[src/rtl/cse_pkg.sv]
// Constants for the clock synchronize request/accept exchange, server end
// Overview of operation
// - Server originates; well-known source id FFFF6
// - Destination id is the synchronized client
// - One request, one reply, same exchange
// - Requests never faster than reported interval
// - Request payload: 03000000 then server delay
// - Server delay: event-to-send ticks plus propagation
// - Reject reply means no synchronization info
// - Interval count is ticks in millions
// - Defer symbols while a frame is sending
package cse_pkg;
   localparam logic [23:0] WKA_ID           = 24'h0ffff6;
   localparam logic [31:0] SC_CMD           = 32'h03000000;
   localparam logic [31:0] SC_ACC           = 32'h04000000;
   localparam int          TICKS_PER_UNIT   = 1000000;
   localparam int          CLK_MHZ          = 40;
   localparam int          REPLY_TIMEOUT_US = 1000;
   localparam int          REPLY_TIMEOUT_CYC = REPLY_TIMEOUT_US * CLK_MHZ;
   localparam logic [15:0] OXID_RESET       = 16'h0000;
   localparam logic [31:0] WORD_RESET       = 32'h00000000;

   typedef enum logic [2:0] {
      ST_IDLE  = 3'b000,
      ST_DEFER = 3'b001,
      ST_CMD   = 3'b010,
      ST_DLY   = 3'b011,
      ST_ACC   = 3'b100,
      ST_CDLY  = 3'b101
   } cse_state_t;
endpackage

[src/rtl/cse_if.sv]
// Carrier between the exchange controller and the tick/delay calculator
`timescale 1ns/1ps
interface cse_if;
   logic        tick_pulse;
   logic        evt_latch;
   logic        tx_latch;
   logic [31:0] prop_delay;
   logic [31:0] server_delay;

   modport calc (input tick_pulse, input evt_latch, input tx_latch, input prop_delay,
                 output server_delay);
   modport ctrl (output tick_pulse, output evt_latch, output tx_latch, output prop_delay,
                 input server_delay);
endinterface

[src/rtl/cse_server.sv]
// Server end: periodic synchronize-clock request and reply parser
`timescale 1ns/1ps
module cse_server #(
   parameter int TIMEOUT_CYC    = cse_pkg::REPLY_TIMEOUT_CYC,
   parameter int TICKS_PER_UNIT = cse_pkg::TICKS_PER_UNIT
) (
   input  wire logic        I_CLK,
   input  wire logic        I_RST,
   input  wire logic        I_CE,
   input  wire logic        I_ENABLE,
   input  wire logic [15:0] I_SYNC_COUNT,
   input  wire logic [23:0] I_CLIENT_ID,
   input  wire logic [23:0] I_SERVER_ID,
   input  wire logic        I_USE_WKA,
   input  wire logic [31:0] I_PROP_DELAY,
   input  wire logic        I_TICK,
   input  wire logic        I_TX_BUSY,
   input  wire logic        I_TX_READY,
   input  wire logic        I_RX_VALID,
   input  wire logic [15:0] I_RX_OXID,
   input  wire logic        I_RX_REJECT,
   input  wire logic [31:0] I_RX_DATA,
   output logic             O_TX_VALID,
   output logic [31:0]      O_TX_DATA,
   output logic             O_TX_LAST,
   output logic [23:0]      O_TX_SID,
   output logic [23:0]      O_TX_DID,
   output logic [15:0]      O_TX_OXID,
   output logic             O_TX_SEQ_INIT,
   output logic             O_BUSY,
   output logic             O_DONE,
   output logic             O_SYNC_OK,
   output logic [31:0]      O_CLIENT_DELAY
);
   cse_if lnk ();

   cse_delay_calc u_calc (
      .i_clk (I_CLK),
      .i_rst (I_RST),
      .i_ce  (I_CE),
      .lnk   (lnk.calc)
   );

   ////////////////////////////////////////////////////////////////////////////////
   // Tick pin synchroniser and edge detect
   logic [2:0] tick_sync_reg;
   logic [2:0] tick_sync_next;

   always_comb begin
      tick_sync_next = {tick_sync_reg[1:0], I_TICK};
   end

   always_ff @(posedge I_CLK) begin
      if (I_RST) begin
         tick_sync_reg <= 3'h0;
      end else if (I_CE) begin
         tick_sync_reg <= tick_sync_next;
      end
   end

   logic tick_pulse;
   assign tick_pulse = tick_sync_reg[1] & ~tick_sync_reg[2];

   ////////////////////////////////////////////////////////////////////////////////
   // Interval counter: event once the reported interval has elapsed
   logic [47:0] ival_reg;
   logic [47:0] ival_next;
   logic [47:0] ival_limit;
   logic        sync_event;
   cse_pkg::cse_state_t state_reg;
   cse_pkg::cse_state_t state_next;

   assign ival_limit = 48'(I_SYNC_COUNT) * 48'(TICKS_PER_UNIT);
   assign sync_event = I_ENABLE && (I_SYNC_COUNT != 16'h0) && (ival_reg >= ival_limit)
                       && (state_reg == cse_pkg::ST_IDLE);

   always_comb begin
      if (!I_ENABLE || sync_event) begin
         ival_next = 48'h0;
      end else if (tick_pulse && ival_reg < ival_limit) begin
         ival_next = ival_reg + 48'h1;
      end else begin
         ival_next = ival_reg;
      end
   end

   always_ff @(posedge I_CLK) begin
      if (I_RST) begin
         ival_reg <= 48'h0;
      end else if (I_CE) begin
         ival_reg <= ival_next;
      end
   end

   // Ticks since the last event, counted apart from the interval counter
   logic [47:0] gap_reg;
   logic [47:0] gap_next;

   always_comb begin
      if (sync_event) begin
         gap_next = 48'h0;
      end else if (tick_pulse && (gap_reg != 48'hffffffffffff)) begin
         gap_next = gap_reg + 48'h1;
      end else begin
         gap_next = gap_reg;
      end
   end

   always_ff @(posedge I_CLK) begin
      if (I_RST) begin
         gap_reg <= 48'h0;
      end else if (I_CE) begin
         gap_reg <= gap_next;
      end
   end

   ////////////////////////////////////////////////////////////////////////////////
   // Exchange state machine and transmit/receive registers
   logic        tx_valid_reg, tx_valid_next;
   logic [31:0] tx_data_reg, tx_data_next;
   logic        tx_last_reg, tx_last_next;
   logic [23:0] sid_reg, sid_next;
   logic [23:0] did_reg, did_next;
   logic [15:0] oxid_reg, oxid_next;
   logic        wka_reg, wka_next;
   logic        done_reg, done_next;
   logic        ok_reg, ok_next;
   logic [31:0] cdly_reg, cdly_next;
   logic [31:0] tmo_reg, tmo_next;
   logic        rx_hit;
   logic        tx_take;

   assign rx_hit  = I_RX_VALID && (I_RX_OXID == oxid_reg);
   assign tx_take = tx_valid_reg && I_TX_READY;
   assign lnk.tick_pulse = tick_pulse;
   assign lnk.evt_latch  = sync_event;
   assign lnk.tx_latch   = (state_reg == cse_pkg::ST_DEFER) && !I_TX_BUSY;
   assign lnk.prop_delay = I_PROP_DELAY;

   always_comb begin
      state_next    = state_reg;
      tx_valid_next = tx_valid_reg;
      tx_data_next  = tx_data_reg;
      tx_last_next  = tx_last_reg;
      sid_next      = sid_reg;
      did_next      = did_reg;
      oxid_next     = oxid_reg;
      wka_next      = wka_reg;
      done_next     = 1'b0;
      ok_next       = ok_reg;
      cdly_next     = cdly_reg;
      tmo_next      = tmo_reg;
      unique case (state_reg)
         cse_pkg::ST_IDLE: begin
            if (sync_event) begin
               oxid_next  = oxid_reg + 16'h1;
               wka_next   = I_USE_WKA;
               sid_next   = I_USE_WKA ? cse_pkg::WKA_ID : I_SERVER_ID;
               did_next   = I_CLIENT_ID;
               state_next = cse_pkg::ST_DEFER;
            end
         end
         cse_pkg::ST_DEFER: begin
            if (!I_TX_BUSY) begin
               tx_valid_next = 1'b1;
               tx_data_next  = cse_pkg::SC_CMD;
               tx_last_next  = 1'b0;
               state_next    = cse_pkg::ST_CMD;
            end
         end
         cse_pkg::ST_CMD: begin
            if (tx_take) begin
               tx_data_next = lnk.server_delay;
               tx_last_next = 1'b1;
               state_next   = cse_pkg::ST_DLY;
            end
         end
         cse_pkg::ST_DLY: begin
            if (tx_take) begin
               tx_valid_next = 1'b0;
               tx_last_next  = 1'b0;
               tmo_next      = 32'h0;
               state_next    = cse_pkg::ST_ACC;
            end
         end
         cse_pkg::ST_ACC, cse_pkg::ST_CDLY: begin
            tmo_next = tmo_reg + 32'h1;
            if (rx_hit && (I_RX_REJECT || (state_reg == cse_pkg::ST_ACC
                                           && I_RX_DATA != cse_pkg::SC_ACC))) begin
               ok_next    = 1'b0;
               done_next  = 1'b1;
               state_next = cse_pkg::ST_IDLE;
            end else if (rx_hit && state_reg == cse_pkg::ST_ACC) begin
               state_next = cse_pkg::ST_CDLY;
            end else if (rx_hit) begin
               cdly_next  = I_RX_DATA;
               ok_next    = 1'b1;
               done_next  = 1'b1;
               state_next = cse_pkg::ST_IDLE;
            end else if (tmo_reg >= 32'(TIMEOUT_CYC - 1)) begin
               ok_next    = 1'b0;
               done_next  = 1'b1;
               state_next = cse_pkg::ST_IDLE;
            end
         end
         default: begin
            tx_valid_next = 1'b0;
            state_next    = cse_pkg::ST_IDLE;
         end
      endcase
   end

   always_ff @(posedge I_CLK) begin
      if (I_RST) begin
         state_reg    <= cse_pkg::ST_IDLE;
         tx_valid_reg <= 1'b0;
         tx_data_reg  <= cse_pkg::WORD_RESET;
         tx_last_reg  <= 1'b0;
         sid_reg      <= 24'h0;
         did_reg      <= 24'h0;
         oxid_reg     <= cse_pkg::OXID_RESET;
         wka_reg      <= 1'b0;
         done_reg     <= 1'b0;
         ok_reg       <= 1'b0;
         cdly_reg     <= cse_pkg::WORD_RESET;
         tmo_reg      <= 32'h0;
      end else if (I_CE) begin
         state_reg    <= state_next;
         tx_valid_reg <= tx_valid_next;
         tx_data_reg  <= tx_data_next;
         tx_last_reg  <= tx_last_next;
         sid_reg      <= sid_next;
         did_reg      <= did_next;
         oxid_reg     <= oxid_next;
         wka_reg      <= wka_next;
         done_reg     <= done_next;
         ok_reg       <= ok_next;
         cdly_reg     <= cdly_next;
         tmo_reg      <= tmo_next;
      end
   end

   // Outputs straight from flip-flops; sequence initiative passed with the last word
   logic busy_reg;
   always_ff @(posedge I_CLK) begin
      if (I_RST) begin
         busy_reg <= 1'b0;
      end else if (I_CE) begin
         busy_reg <= (state_next != cse_pkg::ST_IDLE);
      end
   end

   assign O_TX_VALID     = tx_valid_reg;
   assign O_TX_DATA      = tx_data_reg;
   assign O_TX_LAST      = tx_last_reg;
   assign O_TX_SID       = sid_reg;
   assign O_TX_DID       = did_reg;
   assign O_TX_OXID      = oxid_reg;
   assign O_TX_SEQ_INIT  = tx_last_reg;
   assign O_BUSY         = busy_reg;
   assign O_DONE         = done_reg;
   assign O_SYNC_OK      = ok_reg;
   assign O_CLIENT_DELAY = cdly_reg;
endmodule

[src/rtl/cse_delay_calc.sv]
// Free-running tick counter with event and send snapshots
`timescale 1ns/1ps
module cse_delay_calc (
   input  wire logic i_clk,
   input  wire logic i_rst,
   input  wire logic i_ce,
   cse_if.calc       lnk
);
   logic [31:0] tick_reg;
   logic [31:0] tick_next;
   logic [31:0] evt_reg;
   logic [31:0] evt_next;
   logic [31:0] tx_reg;
   logic [31:0] tx_next;

   // Counter and snapshots
   always_comb begin
      tick_next = tick_reg + {31'h0, lnk.tick_pulse};
      evt_next  = lnk.evt_latch ? tick_reg : evt_reg;
      tx_next   = lnk.tx_latch ? tick_reg : tx_reg;
   end

   always_ff @(posedge i_clk) begin
      if (i_rst) begin
         tick_reg <= 32'h0;
         evt_reg  <= 32'h0;
         tx_reg   <= 32'h0;
      end else if (i_ce) begin
         tick_reg <= tick_next;
         evt_reg  <= evt_next;
         tx_reg   <= tx_next;
      end
   end

   // Unsigned wrapping sum of wait time and propagation
   assign lnk.server_delay = (tx_reg - evt_reg) + lnk.prop_delay;
endmodule

[config.mk]
export PLATFORM = sky130hd
export DESIGN_NAME = cse_server
export DESIGN_NICKNAME = d
export VERILOG_FILES = /design/src/rtl/cse_pkg.sv /design/src/rtl/cse_if.sv /design/src/rtl/cse_server.sv /design/src/rtl/cse_delay_calc.sv
export SDC_FILE = /design/constraint.sdc
export NUM_CORES = 1
export LEC_CHECK = 0
export ABC_AREA = 1
export BUFFER_PORTS_ARGS = -buffer_cell sky130_fd_sc_hd__buf_2
export CAP_MARGIN = 15
export CORE_MARGIN = 2
export CORE_UTILIZATION = 64
export DETAILED_ROUTE_END_ITERATION = 8
export PLACE_DENSITY_LB_ADDON = 0.15
export SETUP_SLACK_MARGIN = 0.02
export SLEW_MARGIN = 10
export SYNTH_ARGS = -nofsm -noshare
export SYNTH_HDL_FRONTEND = slang
export SYNTH_SLANG_ARGS = --single-unit
[constraint.sdc]
create_clock -name I_CLK -period 15 [get_ports I_CLK]
set_input_delay 3 -clock I_CLK [delete_from_list [all_inputs] [get_ports I_CLK]]
set_output_delay 3 -clock I_CLK [all_outputs]
set_load 0.05 [all_outputs]
# == Yosys cells after proc, flatten, opt, wreduce, memory -nomap -nowiden ==
# Cells that the tools add are included.
# W data, S select, Z words.
# word_totals
word_cells,109
ff_bits,315
output_inout_bits,134
# op_classes
bitwise_logic,5
n_lt_le_gt_ge,3
n_reduce_logical,34
eq_ne,11
muxes,32
addsub,6
mul,1
# op_table
cell,n
$pmux W32 S2,2
$mux W32,3
$mux W48,2
$add A48 B1 Y48 const B,1
$ge A48 B36 Y1,1
$lt A48 B36 Y1,1
$add A32 B1 Y32,1
$add A32 B1 Y32 const B,1
$add A32 B32 Y32,1
$ge A32 B16 Y1 const B,1
$ne A32 B27 Y1 const B,1
$sub A32 B32 Y32,1
$mul A16 B14 Y30 const B,1
$mux W24,1
$mux W3,8
$add A16 B1 Y16 const B,1
$eq A16 B16 Y1,1
$reduce_bool A16 Y1,1
$pmux W3 S5,1
$mux W1,13
$reduce_and A4 Y1,3
$logic_and A1 B1 Y1,10
$reduce_and A5 Y1,2
$reduce_bool A3 Y1,3
other kinds (15),31

# == Depth between registers and ports, before layout ==
# depth
depth_word,7
ltp_mapped,36
depth_no_buf,35

# == Cells and area by module ==
# Synthesis repeated with hierarchy kept, for this count alone.
# hier_totals
cells_unflattened,3283
area_unflattened_um2,22600.4
# by_module_without_submodules
mod,instances,cells_each,area_per_inst_um2
cse_server,1,2141,15349.7
cse_delay_calc,1,1142,7250.7

# == Least setup slack after synthesis ==
# Ideal clock, no wire load.
# synth_path
path_type,in2reg
start,input port I_SYNC_COUNT[2]
end,"register sid_reg[12], in the netlist O_TX_SID[12]"
setup_ns,0.118
arrival_time_ns,9.014
slack_ns,5.868
stages,33
required_time_ns,14.882
path_buffers,3
cell_sequence,inv_1 fa_1 inv_1 fa_1 fa_1 fa_1 ha_1 inv_1 fa_1 inv_1 ha_1 nand2_1 nor2_1 nand4_1 o21ai_0 a21boi_0 o21ai_0 xnor2_1 ha_1 nand2_1 inv_1 nand2_1 nor2_1 nand3_1 nor2_1 a21oi_2 nand3_1 nand3_1 buf_2 buf_6 buf_6 nor3_1 nor2_1
# synth_via
elab_chain_len,5
# synth_lines
item,line_no,text
start: declaration,cse_server.sv:11,"input wire logic [15:0] I_SYNC_COUNT,"
$mul A16 B14 Y30 or $reduce_bool A16 Y1 (tied branches),"cse_server.sv:73, cse_server.sv:74",
$ge A48 B36 Y1 or $logic_and A1 B1 Y1 (tied branches),cse_server.sv:74,assign sync_event = I_ENABLE && (I_SYNC_COUNT != 16'h0) && (ival_reg >= ival_limit)
$logic_and A1 B1 Y1 (*),cse_server.sv:74,
$logic_and A1 B1 Y1 (*),cse_server.sv:75,&& (state_reg == cse_pkg::ST_IDLE);
$reduce_and A3 Y1 (no line) (*),-,
end signal: assignment,cse_server.sv:232,sid_reg <= sid_next;
end: declaration,cse_server.sv:122,"logic [23:0] sid_reg, sid_next;"
# Mark *: on every way between the ends. The rest lies on a longest branch, timed or not.
# A chain may end at the register's enable or synchronous reset.

# == Worst setup path after layout ==
# layout_path
start,input port I_SYNC_COUNT[1]
end,register ival_reg[34]
# layout_via
elab_chain_len,7
# layout_lines
item,line_no,text
$mul A16 B14 Y30 or $reduce_bool A16 Y1 (tied branches),"cse_server.sv:73, cse_server.sv:74",
$ge A48 B36 Y1 or $logic_and A1 B1 Y1 (tied branches),cse_server.sv:74,
$logic_and A1 B1 Y1,cse_server.sv:74,
$logic_and A1 B1 Y1,cse_server.sv:75,
$logic_or A1 B1 Y1,cse_server.sv:78,if (!I_ENABLE || sync_event) begin
$reduce_bool A2 Y1 (no line),-,
$reduce_and A2 Y1 (no line),-,
end signal: assignment,cse_server.sv:91,ival_reg <= ival_next;
end: declaration,cse_server.sv:66,logic [47:0] ival_reg;
# Several ways; a longest one is shown, not always the timed one.

==> impl_results.md <==
- FMAX: 96.3 MHz
- Clk Latency, worst-skew pair: 0.52 ns
- P_leak: 0.0113 uW
- Die W: 189 um
- GR peak layer: met2
- GPL Wtd Cong: 0.999
- Worst IR Drop VDD: 0.129 mV
- Slew Viols, Final: 0
- Total CTS buffers: 35
- First-pass detailed-route iteration total: 5
- Setup slack, reg-to-reg: 11.43 ns
- CTS tree: built
- Path type of the worst min-delay path: flop to flop
- Max Cap Viol: 0
- Unrepaired setup endpoints after global routing: no
- Grt total ovfl: 0
- Largest net degree at the start of global routing: 111
- Reg2Reg Depth: 15
- Top FF cell, synth: dfxtp_1
- Mapped Cells: 3075
- Critical Path Source Type: input port
- Post-Route Utilization: 0.736
- Core area: 33600 um^2
- Reg2reg end: ival_reg[34]
- Vias in the first global route: 20.9k
- First DRT Iteration DRCs: 1568
- Site Rows: 67
- Final #Nets: 3730
- Cell Area, Synth: 21900 um^2
- Layout Skew: 0.0156 ns
- Avg WL per Cell: 16.6 um
- Ports: 288
- Detail Placement HPWL: 48.0 mm
- # diodes: 0
- GRT met2 Usage: 0.627
- IO buf count: 287
- Area grow syn2layout: 13.2%
- Cell variety after synth: 49
- Initial antenna violation count: 0
- Vias per cell: 5.63
- Seq/Total Area, Yosys: 0.289
- Min-Delay Endpoint: O_TX_DATA[30]
- Worst hold path depth: 2
- GRT met1 Usage: 0.434
- Worst R2R Start: ival_reg[11]
- CP endpoint kind: flop
- Final hold violations: 0
- Power Dens Cells: 122 nW/um^2
- CTS Sinks: 315
- Worst path top cell family by delay: adder cells
- CP bufs+invs: 7
- Post-route ant nets: 0
- YS warnings: 0
- Critical Path Most Common Cell: fa_1
- Layout cells sized above 1: 0.119
- Status: completed
- Post-CTS Setup Inserts: 0
- Root buf cell: clkbuf_16
- Minimum clock period: 10.39 ns
- Die Ht: 189 um
- # resized after CTS: 0
- Fin crit share: 0.692
- WP data required: 15.35 ns
- Slew HR: 0.202
- Post-synth EDFFs: 0
- Hold Buf Count CTS: 0
- M3 GR Usage: 0.0371
- First-pass GRT wire length: 102 mm
- Gr usage total: 0.349
- Most frequent cells in the layout: nand2_1, inv_1, a21oi_1, dfxtp_1, nor2_1
- Mapped Nets: 3496
- Slowest Stage Delay on Critical Path: 0.90 ns
- Residual DRC count: 0
- Setup violators final: 0
- Initial Util: 0.650
- Clk pin slew, worst setup/hold paths: 0.06 ns
- DR vias: 21.3k
- Flops & latches, synth: 315
- Die area: 35600 um^2
- H-tree depth: 2
- CP arrival: 10.74 ns
- Crit-path slowest cell: buf_4
- Min-Delay Startpoint: O_TX_DATA[30]
- Setup TNS: 0 ns
- Routed WL: 62.7 mm
- Actual slew at the worst max-slew pin: 1.20 ns
- Synth Area per Inst: 7.11 um^2
- Ys async rst share: 0
- Crit Path Category: input port to flop
- Commonest non-fill, non-tap cell in the layout: nand2_1
- Clock tree buffer depth: 3
- CP Max Fanout: 110
- Max reg flops: 48
where the power goes:
part           internal (uW)  switching, uW  total [uW]
Sequential               842           3.71         845
Clock                    588            347         935
Combinational            473            753        1230
Total                   1900           1100        3010
worst min-delay path: stages, from the launching register on:
cell	delay (ns)
dfxtp_1	0.30
nand2_1	0.06
a21oi_1	0.05
logic make-up after synthesis:
group	Yosys count	synth area share
compound gates	559	0.133
xor+xnor	92	0.0369
fa+ha+maj	267	0.182
buf+inv	573	0.103
flops	315	0.289
simple gates	1269	0.256
cells in the mapped netlist (10+ instances only):
cell,n,area (um^2)
xnor2_1,30,263
buf_2,28,140
xor2_1,62,543
nor2_1,289,1080
o21ai_0,188,941
nand3_1,99,495
nor3b_1,16,120
inv_1,464,1740
buf_4,11,82.6
clkbuf_1,54,203
nor3_1,119,596
nor4_1,30,188
or2_2,12,75.1
a21oi_1,321,1610
ha_1,181,2260
a21o_1,10,75.1
fa_1,86,1720
dfxtp_1,315,6310
nand4_1,90,563
nand2_1,583,2190
worst max path at each step:
stage / start / end / slack, ns / cells after the start
2_1_floorplan: I_SYNC_COUNT[2] / O_TX_SID[12] / 5.87 / 33
3_3_place_gp: I_SYNC_COUNT[2] / ival_reg[15] / 4.42 / 32
3_5_place_dp: I_SYNC_COUNT[1] / ival_reg[34] / 4.14 / 34
4_1_cts: I_SYNC_COUNT[1] / ival_reg[34] / 4.63 / 32
5_1_grt: I_SYNC_COUNT[2] / ival_reg[34] / 4.03 / 32
6_report: I_SYNC_COUNT[1] / ival_reg[34] / 4.61 / 32
layout make-up:
cell class / count / area (um^2)
multi-input combinational: 2187 / 13300
fill: 2777 / 8870
sequential: 315 / 6310
inverter: 473 / 1780
timing repair buffer: 297 / 1530
clock buffer: 52 / 1050
tap: 448 / 561
clock inverter: 9 / 201
per-stage QoR:
stage | worst slack (ns) | instance area (um^2) | std cells | total power (uW) | hold slack [ns]
2_1_floorplan | 5.87 | 21900 | 3075 | 1790 | 0.428
3_3_place_gp | 4.42 | 23500 | 3719 | 2030 | 0.442
3_5_place_dp | 4.14 | 23500 | 3719 | 2080 | 0.452
4_1_cts | 4.63 | 24700 | 3780 | 3010 | 0.460
5_1_grt | 4.03 | 24700 | 3781 | 3230 | 0.478
6_report | 4.61 | 24700 | 3781 | 3010 | 0.461
per-layer routing:
metal / routed length (um) / part of all wire
met5: 0 / 0
met4: 2000 / 0.032
met3: 3370 / 0.054
met2: 31300 / 0.50
met1: 26000 / 0.41
Power figures use the tool's default switching activity.
